### src/lpt_pkg.sv
// Constants and types shared by the panel timing configuration block
package lpt_pkg;

   // APB register offsets (byte addresses)
   localparam logic [7:0] ADDR_CTRL   = 8'h00;
   localparam logic [7:0] ADDR_MODE   = 8'h04;
   localparam logic [7:0] ADDR_HPOS   = 8'h08;
   localparam logic [7:0] ADDR_VPOS   = 8'h0C;
   localparam logic [7:0] ADDR_SBPOS  = 8'h10;
   localparam logic [7:0] ADDR_HDPOS  = 8'h14;
   localparam logic [7:0] ADDR_STATUS = 8'h18;

   // CTRL field positions
   localparam int CTRL_HPOL_BIT = 0;
   localparam int CTRL_VPOL_BIT = 1;
   localparam int CTRL_EXTV_BIT = 6;
   localparam int CTRL_OVS_BIT  = 7;

   // MODE field positions
   localparam int MODE_CLAMP_LSB = 0;
   localparam int MODE_TV_LSB    = 2;
   localparam int MODE_SH_LSB    = 6;

   // STATUS field positions
   localparam int STAT_LINE_LSB  = 0;
   localparam int STAT_EXTV_BIT  = 16;

   // Reset values
   localparam logic [31:0] CTRL_RST  = 32'h0000_0000;
   localparam logic [31:0] MODE_RST  = 32'h0000_0000;
   localparam logic [5:0]  HPOS_RST  = 6'h00;
   localparam logic [4:0]  VPOS_RST  = 5'h00;
   localparam logic [2:0]  SBPOS_RST = 3'h0;
   localparam logic [4:0]  HDPOS_RST = 5'h00;

   // Timing counts (pixel and line units)
   localparam int          PIX_DIV      = 2;        // System clocks per pixel step
   localparam logic [10:0] HD_WIDTH     = 11'h010;  // Horizontal sync out width, pixels
   localparam logic [10:0] CLAMP_PED    = 11'h018;  // Pedestal clamp start, pixels
   localparam logic [10:0] CLAMP_W      = 11'h008;  // Clamp pulse width, pixels
   localparam logic [10:0] SB_BASE      = 11'h008;  // Side blank base width, pixels
   localparam logic [10:0] H_ACTIVE     = 11'h280;  // Line length used for right blank
   localparam logic [9:0]  VD_LINES     = 10'h003;  // Vertical sync out width, lines
   localparam logic [9:0]  TB_LINES     = 10'h010;  // Top and bottom blank, lines
   localparam logic [9:0]  V_ACTIVE     = 10'h0F0;  // Field length used for bottom blank
   localparam logic [3:0]  DEC_FIRST    = 4'h5;     // First dropped line of the cycle
   localparam logic [3:0]  DEC_PER_12   = 4'hC;     // 2 of 12 cycle
   localparam logic [3:0]  DEC_PER_14   = 4'hE;     // 2 of 14 cycle
   localparam logic [2:0]  SH_THRU_MIN  = 3'h6;     // Codes from here bypass sample-hold

   // Display systems
   typedef enum {TV_NTSC, TV_PAL12, TV_PAL14} lpt_tv_t;

   // Decode the two-bit display system field
   function automatic lpt_tv_t tv_decode(input logic [1:0] sel);
      unique case (sel)
         2'b01:   tv_decode = TV_PAL12;
         2'b11:   tv_decode = TV_PAL14;
         default: tv_decode = TV_NTSC;
      endcase
   endfunction : tv_decode

endpackage : lpt_pkg

### src/lpt_timing.sv
// LCD panel timing configuration: APB registers, counters and derived pulses
//
// Added by the designer: the register addresses and the APB interface to the registers.
`timescale 1ns/100ps
module lpt_timing
   import lpt_pkg::*;
#(
   parameter int PIX_W  = 11,
   parameter int LINE_W = 10
) (
   input  wire logic        clock,
   input  wire logic        srst,
   input  wire logic        psel,
   input  wire logic        penable,
   input  wire logic        pwrite,
   input  wire logic [7:0]  paddr,
   input  wire logic [31:0] pwdata,
   output logic      [31:0] prdata,
   output logic             pready,
   output logic             pslverr,
   input  wire logic        hsync_in,
   input  wire logic        int_vsync_in,
   input  wire logic        ext_vsync_in,
   output logic             horiz_start_pulse,
   output logic             vert_start_pulse,
   output logic             horiz_sync_out,
   output logic             vert_sync_out,
   output logic             black_frame_out,
   output logic             clamp_pulse,
   output logic             clamp_ext_mode,
   output logic      [5:0]  sh_phase,
   output logic             sh_bypass,
   output logic             line_decimate
);
   // Live register fields
   logic             horiz_out_polarity, vert_out_polarity, ext_vsync_select, overscan_black_frame_en;
   logic [1:0]       clamp_sel_ff, tv_sel_ff;
   logic [2:0]       sh_sel_ff, side_blank_offset;
   logic [5:0]       hpos_ff;
   logic [4:0]       vpos_ff, hdpos_ff;
   // Frame-aligned copies
   logic             a_ovs_ff;
   logic [1:0]       a_clamp_ff, a_tv_ff;
   logic [2:0]       a_sh_ff, a_sb_ff;
   logic [5:0]       a_hpos_ff;
   logic [4:0]       a_vpos_ff, a_hdpos_ff;
   // Counters and strobes
   logic [PIX_W-1:0]  pix_cnt_ff;
   logic [LINE_W-1:0] line_cnt_ff;
   logic [3:0]        dec_cnt_ff, dec_per;
   logic [1:0]        div_ff;
   logic              pix_en, hs_edge, vs_edge, vs_level, wr_en, rd_en, addr_ok;
   logic [31:0]       prdata_ff, rd_mux;
   lpt_tv_t           tv_mode;

   // True when val lies in [lo, lo+width)
   function automatic logic in_win(input logic [10:0] val, input logic [10:0] lo, input logic [10:0] width);
      in_win = (val >= lo) && (val < 11'(lo + width));
   endfunction : in_win

   // APB: zero-wait slave, error on unmapped offsets
   assign addr_ok = (paddr inside {ADDR_CTRL, ADDR_MODE, ADDR_HPOS, ADDR_VPOS, ADDR_SBPOS, ADDR_HDPOS, ADDR_STATUS});
   assign pready  = 1'b1;
   assign pslverr = psel & penable & ~addr_ok;
   assign wr_en   = psel & penable & pwrite & addr_ok;
   assign rd_en   = psel & ~penable & ~pwrite;
   assign prdata  = prdata_ff;

   // Register writes
   always_ff @(posedge clock) begin
      if (srst) begin
         horiz_out_polarity      <= CTRL_RST[CTRL_HPOL_BIT];
         vert_out_polarity       <= CTRL_RST[CTRL_VPOL_BIT];
         ext_vsync_select        <= CTRL_RST[CTRL_EXTV_BIT];
         overscan_black_frame_en <= CTRL_RST[CTRL_OVS_BIT];
         clamp_sel_ff            <= MODE_RST[MODE_CLAMP_LSB +: 2];
         tv_sel_ff               <= MODE_RST[MODE_TV_LSB +: 2];
         sh_sel_ff               <= MODE_RST[MODE_SH_LSB +: 3];
         hpos_ff                 <= HPOS_RST;
         vpos_ff                 <= VPOS_RST;
         side_blank_offset       <= SBPOS_RST;
         hdpos_ff                <= HDPOS_RST;
      end else if (wr_en) begin
         unique case (paddr)
            ADDR_CTRL: begin
               horiz_out_polarity      <= pwdata[CTRL_HPOL_BIT];
               vert_out_polarity       <= pwdata[CTRL_VPOL_BIT];
               ext_vsync_select        <= pwdata[CTRL_EXTV_BIT];
               overscan_black_frame_en <= pwdata[CTRL_OVS_BIT];
            end
            ADDR_MODE: begin
               clamp_sel_ff <= pwdata[MODE_CLAMP_LSB +: 2];
               tv_sel_ff    <= pwdata[MODE_TV_LSB +: 2];
               sh_sel_ff    <= pwdata[MODE_SH_LSB +: 3];
            end
            ADDR_HPOS:  hpos_ff           <= pwdata[5:0];
            ADDR_VPOS:  vpos_ff           <= pwdata[4:0];
            ADDR_SBPOS: side_blank_offset <= pwdata[2:0];
            ADDR_HDPOS: hdpos_ff          <= pwdata[4:0];
            default: begin
            end
         endcase
      end
   end

   // Read mux, captured in the setup phase
   always_comb begin
      rd_mux = 32'h0000_0000;
      unique case (paddr)
         ADDR_CTRL: begin
            rd_mux[CTRL_HPOL_BIT] = horiz_out_polarity;
            rd_mux[CTRL_VPOL_BIT] = vert_out_polarity;
            rd_mux[CTRL_EXTV_BIT] = ext_vsync_select;
            rd_mux[CTRL_OVS_BIT]  = overscan_black_frame_en;
         end
         ADDR_MODE: begin
            rd_mux[MODE_CLAMP_LSB +: 2] = clamp_sel_ff;
            rd_mux[MODE_TV_LSB +: 2]    = tv_sel_ff;
            rd_mux[MODE_SH_LSB +: 3]    = sh_sel_ff;
         end
         ADDR_HPOS:   rd_mux[5:0] = hpos_ff;
         ADDR_VPOS:   rd_mux[4:0] = vpos_ff;
         ADDR_SBPOS:  rd_mux[2:0] = side_blank_offset;
         ADDR_HDPOS:  rd_mux[4:0] = hdpos_ff;
         ADDR_STATUS: begin
            rd_mux[STAT_LINE_LSB +: LINE_W] = line_cnt_ff;
            rd_mux[STAT_EXTV_BIT]           = ext_vsync_select;
         end
         default: begin
         end
      endcase
   end

   always_ff @(posedge clock) begin
      if (srst) begin
         prdata_ff <= 32'h0000_0000;
      end else if (rd_en) begin
         prdata_ff <= rd_mux;
      end
   end

   // Vertical source select is live so the source can change with no frame
   assign vs_level = ext_vsync_select ? ext_vsync_in : int_vsync_in;

   lpt_edge u_hs_edge (
      .clock      (clock),
      .srst       (srst),
      .level      (hsync_in),
      .neg_pol    (1'b0),
      .edge_pulse (hs_edge)
   );

   lpt_edge u_vs_edge (
      .clock      (clock),
      .srst       (srst),
      .level      (vs_level),
      .neg_pol    (1'b0),
      .edge_pulse (vs_edge)
   );

   // Pixel step enable; divider restarts at each line so the first pixel step of a line has full length
   always_ff @(posedge clock) begin
      if (srst || hs_edge || div_ff == 2'(PIX_DIV - 1)) begin
         div_ff <= 2'h0;
      end else begin
         div_ff <= div_ff + 2'h1;
      end
   end
   assign pix_en = (div_ff == 2'(PIX_DIV - 1));

   // Copy mode and position fields at each field start
   always_ff @(posedge clock) begin
      if (srst) begin
         a_ovs_ff   <= CTRL_RST[CTRL_OVS_BIT];
         a_clamp_ff <= MODE_RST[MODE_CLAMP_LSB +: 2];
         a_tv_ff    <= MODE_RST[MODE_TV_LSB +: 2];
         a_sh_ff    <= MODE_RST[MODE_SH_LSB +: 3];
         a_hpos_ff  <= HPOS_RST;
         a_vpos_ff  <= VPOS_RST;
         a_sb_ff    <= SBPOS_RST;
         a_hdpos_ff <= HDPOS_RST;
      end else if (vs_edge) begin
         a_ovs_ff   <= overscan_black_frame_en;
         a_clamp_ff <= clamp_sel_ff;
         a_tv_ff    <= tv_sel_ff;
         a_sh_ff    <= sh_sel_ff;
         a_hpos_ff  <= hpos_ff;
         a_vpos_ff  <= vpos_ff;
         a_sb_ff    <= side_blank_offset;
         a_hdpos_ff <= hdpos_ff;
      end
   end

   // Pixel and line counters restarted by input sync edges
   always_ff @(posedge clock) begin
      if (srst || hs_edge) begin
         pix_cnt_ff <= '0;
      end else if (pix_en && pix_cnt_ff != '1) begin
         pix_cnt_ff <= pix_cnt_ff + 1'b1;
      end
   end

   always_ff @(posedge clock) begin
      if (srst || vs_edge) begin
         line_cnt_ff <= '0;
      end else if (hs_edge && line_cnt_ff != '1) begin
         line_cnt_ff <= line_cnt_ff + 1'b1;
      end
   end

   // PAL line decimation cycle counter
   assign tv_mode = tv_decode(a_tv_ff);
   assign dec_per = (tv_mode == TV_PAL14) ? DEC_PER_14 : DEC_PER_12;
   always_ff @(posedge clock) begin
      if (srst || vs_edge) begin
         dec_cnt_ff <= 4'h0;
      end else if (hs_edge) begin
         dec_cnt_ff <= (dec_cnt_ff >= dec_per - 4'h1) ? 4'h0 : dec_cnt_ff + 4'h1;
      end
   end

   // Start pulses
   always_ff @(posedge clock) begin
      if (srst) begin
         horiz_start_pulse <= 1'b0;
         vert_start_pulse  <= 1'b0;
      end else begin
         horiz_start_pulse <= pix_en && (pix_cnt_ff == PIX_W'(a_hpos_ff));
         vert_start_pulse  <= hs_edge && (line_cnt_ff == LINE_W'(a_vpos_ff));
      end
   end

   // Sync outputs with selectable polarity
   always_ff @(posedge clock) begin
      if (srst) begin
         horiz_sync_out <= 1'b0;
         vert_sync_out  <= 1'b0;
      end else begin
         horiz_sync_out <= in_win(pix_cnt_ff, {4'h0, a_hdpos_ff, 2'b00}, HD_WIDTH) ^ horiz_out_polarity;
         vert_sync_out  <= (line_cnt_ff < VD_LINES) ^ vert_out_polarity;
      end
   end

   // Overscan black frame at sides and top/bottom
   always_ff @(posedge clock) begin
      if (srst) begin
         black_frame_out <= 1'b0;
      end else begin
         black_frame_out <= a_ovs_ff && (
            (pix_cnt_ff < 11'(SB_BASE + 11'(a_sb_ff))) ||
            (pix_cnt_ff >= 11'(H_ACTIVE - SB_BASE - 11'(a_sb_ff))) ||
            (line_cnt_ff < TB_LINES) || (line_cnt_ff >= V_ACTIVE - TB_LINES));
      end
   end

   // Clamp, sample-hold and decimation outputs
   always_ff @(posedge clock) begin
      if (srst) begin
         clamp_pulse    <= 1'b0;
         clamp_ext_mode <= 1'b0;
         sh_phase       <= 6'h00;
         sh_bypass      <= 1'b0;
         line_decimate  <= 1'b0;
      end else begin
         clamp_pulse    <= in_win(pix_cnt_ff, a_clamp_ff[0] ? 11'h000 : CLAMP_PED, CLAMP_W);
         clamp_ext_mode <= a_clamp_ff[1];
         sh_phase       <= (a_sh_ff < SH_THRU_MIN) ? 6'(6'h01 << a_sh_ff) : 6'h00;
         sh_bypass      <= (a_sh_ff >= SH_THRU_MIN);
         line_decimate  <= (tv_mode != TV_NTSC) &&
                           (dec_cnt_ff == DEC_FIRST || dec_cnt_ff == dec_per - 4'h1);
      end
   end
endmodule : lpt_timing

### src/lpt_edge.sv
// Polarity-aware rising edge detector for incoming sync levels
`timescale 1ns/100ps
module lpt_edge (
   input  wire logic clock,
   input  wire logic srst,
   input  wire logic level,
   input  wire logic neg_pol,
   output logic      edge_pulse
);
   logic prev_ff;

   // Remember the previous asserted state
   always_ff @(posedge clock) begin
      if (srst) begin
         prev_ff <= 1'b0;
      end else begin
         prev_ff <= level ^ neg_pol;
      end
   end

   // Pulse on the first cycle of an asserted sync
   assign edge_pulse = (level ^ neg_pol) & ~prev_ff;
endmodule : lpt_edge

### config.mk
export PLATFORM = sky130hd
export DESIGN_NAME = lpt_timing
export DESIGN_NICKNAME = d
export VERILOG_FILES = /design/src/lpt_pkg.sv /design/src/lpt_timing.sv /design/src/lpt_edge.sv
export SDC_FILE = /design/constraint.sdc
export NUM_CORES = 1
export LEC_CHECK = 0
export BUFFER_PORTS_ARGS = -buffer_cell sky130_fd_sc_hd__buf_2
export CAP_MARGIN = 0
export CORE_MARGIN = 5
export CORE_UTILIZATION = 55
export CTS_CLUSTER_SIZE = 30
export DETAILED_ROUTE_END_ITERATION = 7
export GPL_TIMING_DRIVEN = 0
export HOLD_SLACK_MARGIN = 0.12
export PLACE_DENSITY_LB_ADDON = 0.05
export SLEW_MARGIN = 20
export SYNTH_ARGS = -nofsm -noshare
export SYNTH_HDL_FRONTEND = slang
export SYNTH_SLANG_ARGS = --single-unit
### constraint.sdc
create_clock -name clock -period 3.7 [get_ports clock]
set_clock_uncertainty 0.2 [all_clocks]
set_input_delay 0.185 -clock clock [delete_from_list [all_inputs] [get_ports clock]]
set_output_delay 0.185 -clock clock [all_outputs]
set_load 0.01 [all_outputs]
==> impl_metrics.ini <==
[min_path]
hold_path_class = in -> reg

[sta]
finalCriticalPeriod_ns = 2.779
whs_ns = 0.1558
slew_violations = 0
tightest_slew_ns = 0.5241
rsz0062_at_grt = false
hold_viol_final = 0
fmaxAchievable_mhz = 359.9
period_share_pct = 75.10
setup_viol = 0
fin_setup_tns_ns = 0
maxSlewHeadroom_pct = 64.16

[floorplanning]
die_y_um = 110.5
io_pins = 97
coreArea_um2 = 9819
start_util_pct = 56.63
rows = 36
die_area_um2 = 12220
die_w_um = 110.5

[place]
dp_hpwl_mm = 10.48
globalplace.congestion = 0.9254
portBuffers = 50

[cells_and_area]
drive_gt1_share_pct = 14.21
diodes = 0
postLayoutCoreUtil_pct = 66.07
layout_common_cells = dfxtp_1, nand2_1, a21oi_1
syn_to_final_growth_pct = 16.67
mostFrequentLayoutCell = dfxtp_1
num-nets-final = 847

[clocking]
cts_sinks = 112
cts_root_buf = clkbuf_8
tritoncts = done
cts_setup_buffers = 0
cts-htree-levels = 3
clk_path_buf_depth = 2
clock_latency_ns = 0.39
cts_made_buffers = 9
clk_pin_slew_ns = 0.12

[status]
outcome = completed

[yosys]
synthTopCellsByArea = dfxtp_1, ha_1, nand2_1
syn_avg_cell_area_um2 = 8.361
yosys.area_share.simple_pct = 22.70
synth_top_family_by_area = simple AND/OR/NAND/NOR gates
synthAdderAreaFrac_pct = 6.751
syn_inst = 665
synth_compound_area_share_pct = 12.15
synth_top_area_share_pct = 40.32
synth-edff-count = 0
muxShareOfSynthArea_pct = 4.973
synth-async-reset-ratio_pct = 0
yosysSeqAreaShare_pct = 40.32
yosysUniqueCellTypes = 61
ys_ff_latch = 112
yosysWarningCount = 0
synth_ff_type = dfxtp_1
netlist_area_um2 = 5560
synth_top_area_cell = dfxtp_1
synth_xor_area_share_pct = 4.883

[critical_path]
cp_data_arrival_time_ns = 2.90
worst_setup_path_start_kind = input pin
crit_type = in -> reg
worst-path-max-fanout = 10
required_ns = 3.82
end_kind = flop

[routing]
wl_per_cell_um = 15.56
vias = 4932
firstDrtPassIters = 7
via_per_inst = 5.438
antenna_left = 0
drt-initial-drc-count = 307
routed_wirelength_mm = 14.11
drc = 0

[global_routing]
grt_pass1_wl_mm = 23.81
grt_max_degree = 23
antenna_found_initial = 0
track_usage_pct = 23.39
first_global_vias = 4829
overflow = 0

[power_and_ir_drop]
irDropWorstVdd_v = 0.0002532
powerDensity_nw_per_um2 = 331.2
p_leak_nw = 2.599

[flow_run]
drv_cap = 0
==> state kept, by name (all words and copies together), names as in the netlist, 4 cells and up <==
register     count
a_hdpos_ff       5
a_hpos_ff        6
line_cnt_ff     10
hdpos_ff         5
a_vpos_ff        5
dec_cnt_ff       4
prdata          11
hpos_ff          6
pix_cnt_ff      11
sh_phase         6
vpos_ff          5
==> worst max-delay path, cell delays in order <==
cell and delay [ns]:
dlygate4sd3_1 0.53, buf_2 0.12, or3_1 0.34, dlygate4sd3_1 0.62, nor2_4 0.25, dlygate4sd3_1 0.63
nand3_1 0.09, a21oi_1 0.14
==> cells by family after synthesis <==
logic type,Yosys count
AND/OR/NAND/NOR,261
XOR/XNOR,31
flip-flops,112
multiplexers,26
AO/OA/AOI/OAI,112
adder cells (fa/ha/maj),30
other,2
buffers and inverters,91
==> per-layer routing <==
metal,global-route usage [%],up-vias,share of wire (%)
li1,-,2446,-
met2,38.47,133,47
met4,7.553,0,2.5
met5,0,-,0
met1,31.52,2325,46
met3,3.556,28,4.5
==> final timing paths <==
kind / from / end / slack [ns] / depth (start not counted)
setup / recovery: paddr[6] / clamp_sel_ff[1] / 0.92 / 8
hold / removal: paddr[0] / overscan_black_frame_en / 0.16 / 5
setup reg to reg: pix_cnt_ff[3] / clamp_pulse / 1.27 / 7
hold reg to reg: div_ff[0] / div_ff[0] / 0.24 / 1
==> cell usage after synthesis (5+ instances only) <==
cell,count
dfxtp_1,112
nand2_1,96
a21oi_1,57
nor2_1,56
ha_1,30
nand3_1,30
inv_1,29
clkbuf_1,28
buf_4,23
mux2i_1,22
xnor2_1,22
nor3_1,14
o21ai_0,14
nand4_1,9
xor2_1,9
nor2b_1,8
and3_1,7
nor4_1,7
or3_1,7
a22oi_1,6
buf_2,5
nand2b_1,5
nor4b_1,5
==> power breakdown <==
group / internal, W / total (W) / switching, W
Clock: 0.000274 / 0.000748 / 0.000474
Sequential: 0.00121 / 0.00122 / 0.00000840
Combinational: 0.0000696 / 0.000178 / 0.000108
Total: 0.00156 / 0.00215 / 0.000591
==> area by class of cell <==
cell class              count  area (um2)
plain buffers              62       340.3
clock buffers               9       123.9
clock inverters             7       81.33
fillers                   884        3332
inverters                  29       108.9
multi-input cells         482        2944
flip-flops and latches    112        2242
well taps                 133       166.4
repair buffers             73       480.5
==> through the flow <==
stage / worst slack (ns) / power, W / instance area (um2) / cells
after floorplan: 1.616 / 0.001357 / 5635 / 685
after global placement: 1.379 / 0.001408 / 6052 / 868
after detailed placement: 1.300 / 0.001411 / 6052 / 868
after CTS: 0.9609 / 0.002164 / 6487 / 907
after global routing: 0.7611 / 0.002232 / 6487 / 907
final: 0.9214 / 0.002148 / 6487 / 907
==> repair_timing <==
| item | 4_1_cts | 5_1_grt |
|---|---|---|
| gates resized for setup | 0 | 0 |
| hold endpoints to repair | 35 | 0 |
| hold buffers | 23 | 0 |
(Power assumes the default switching activity.)
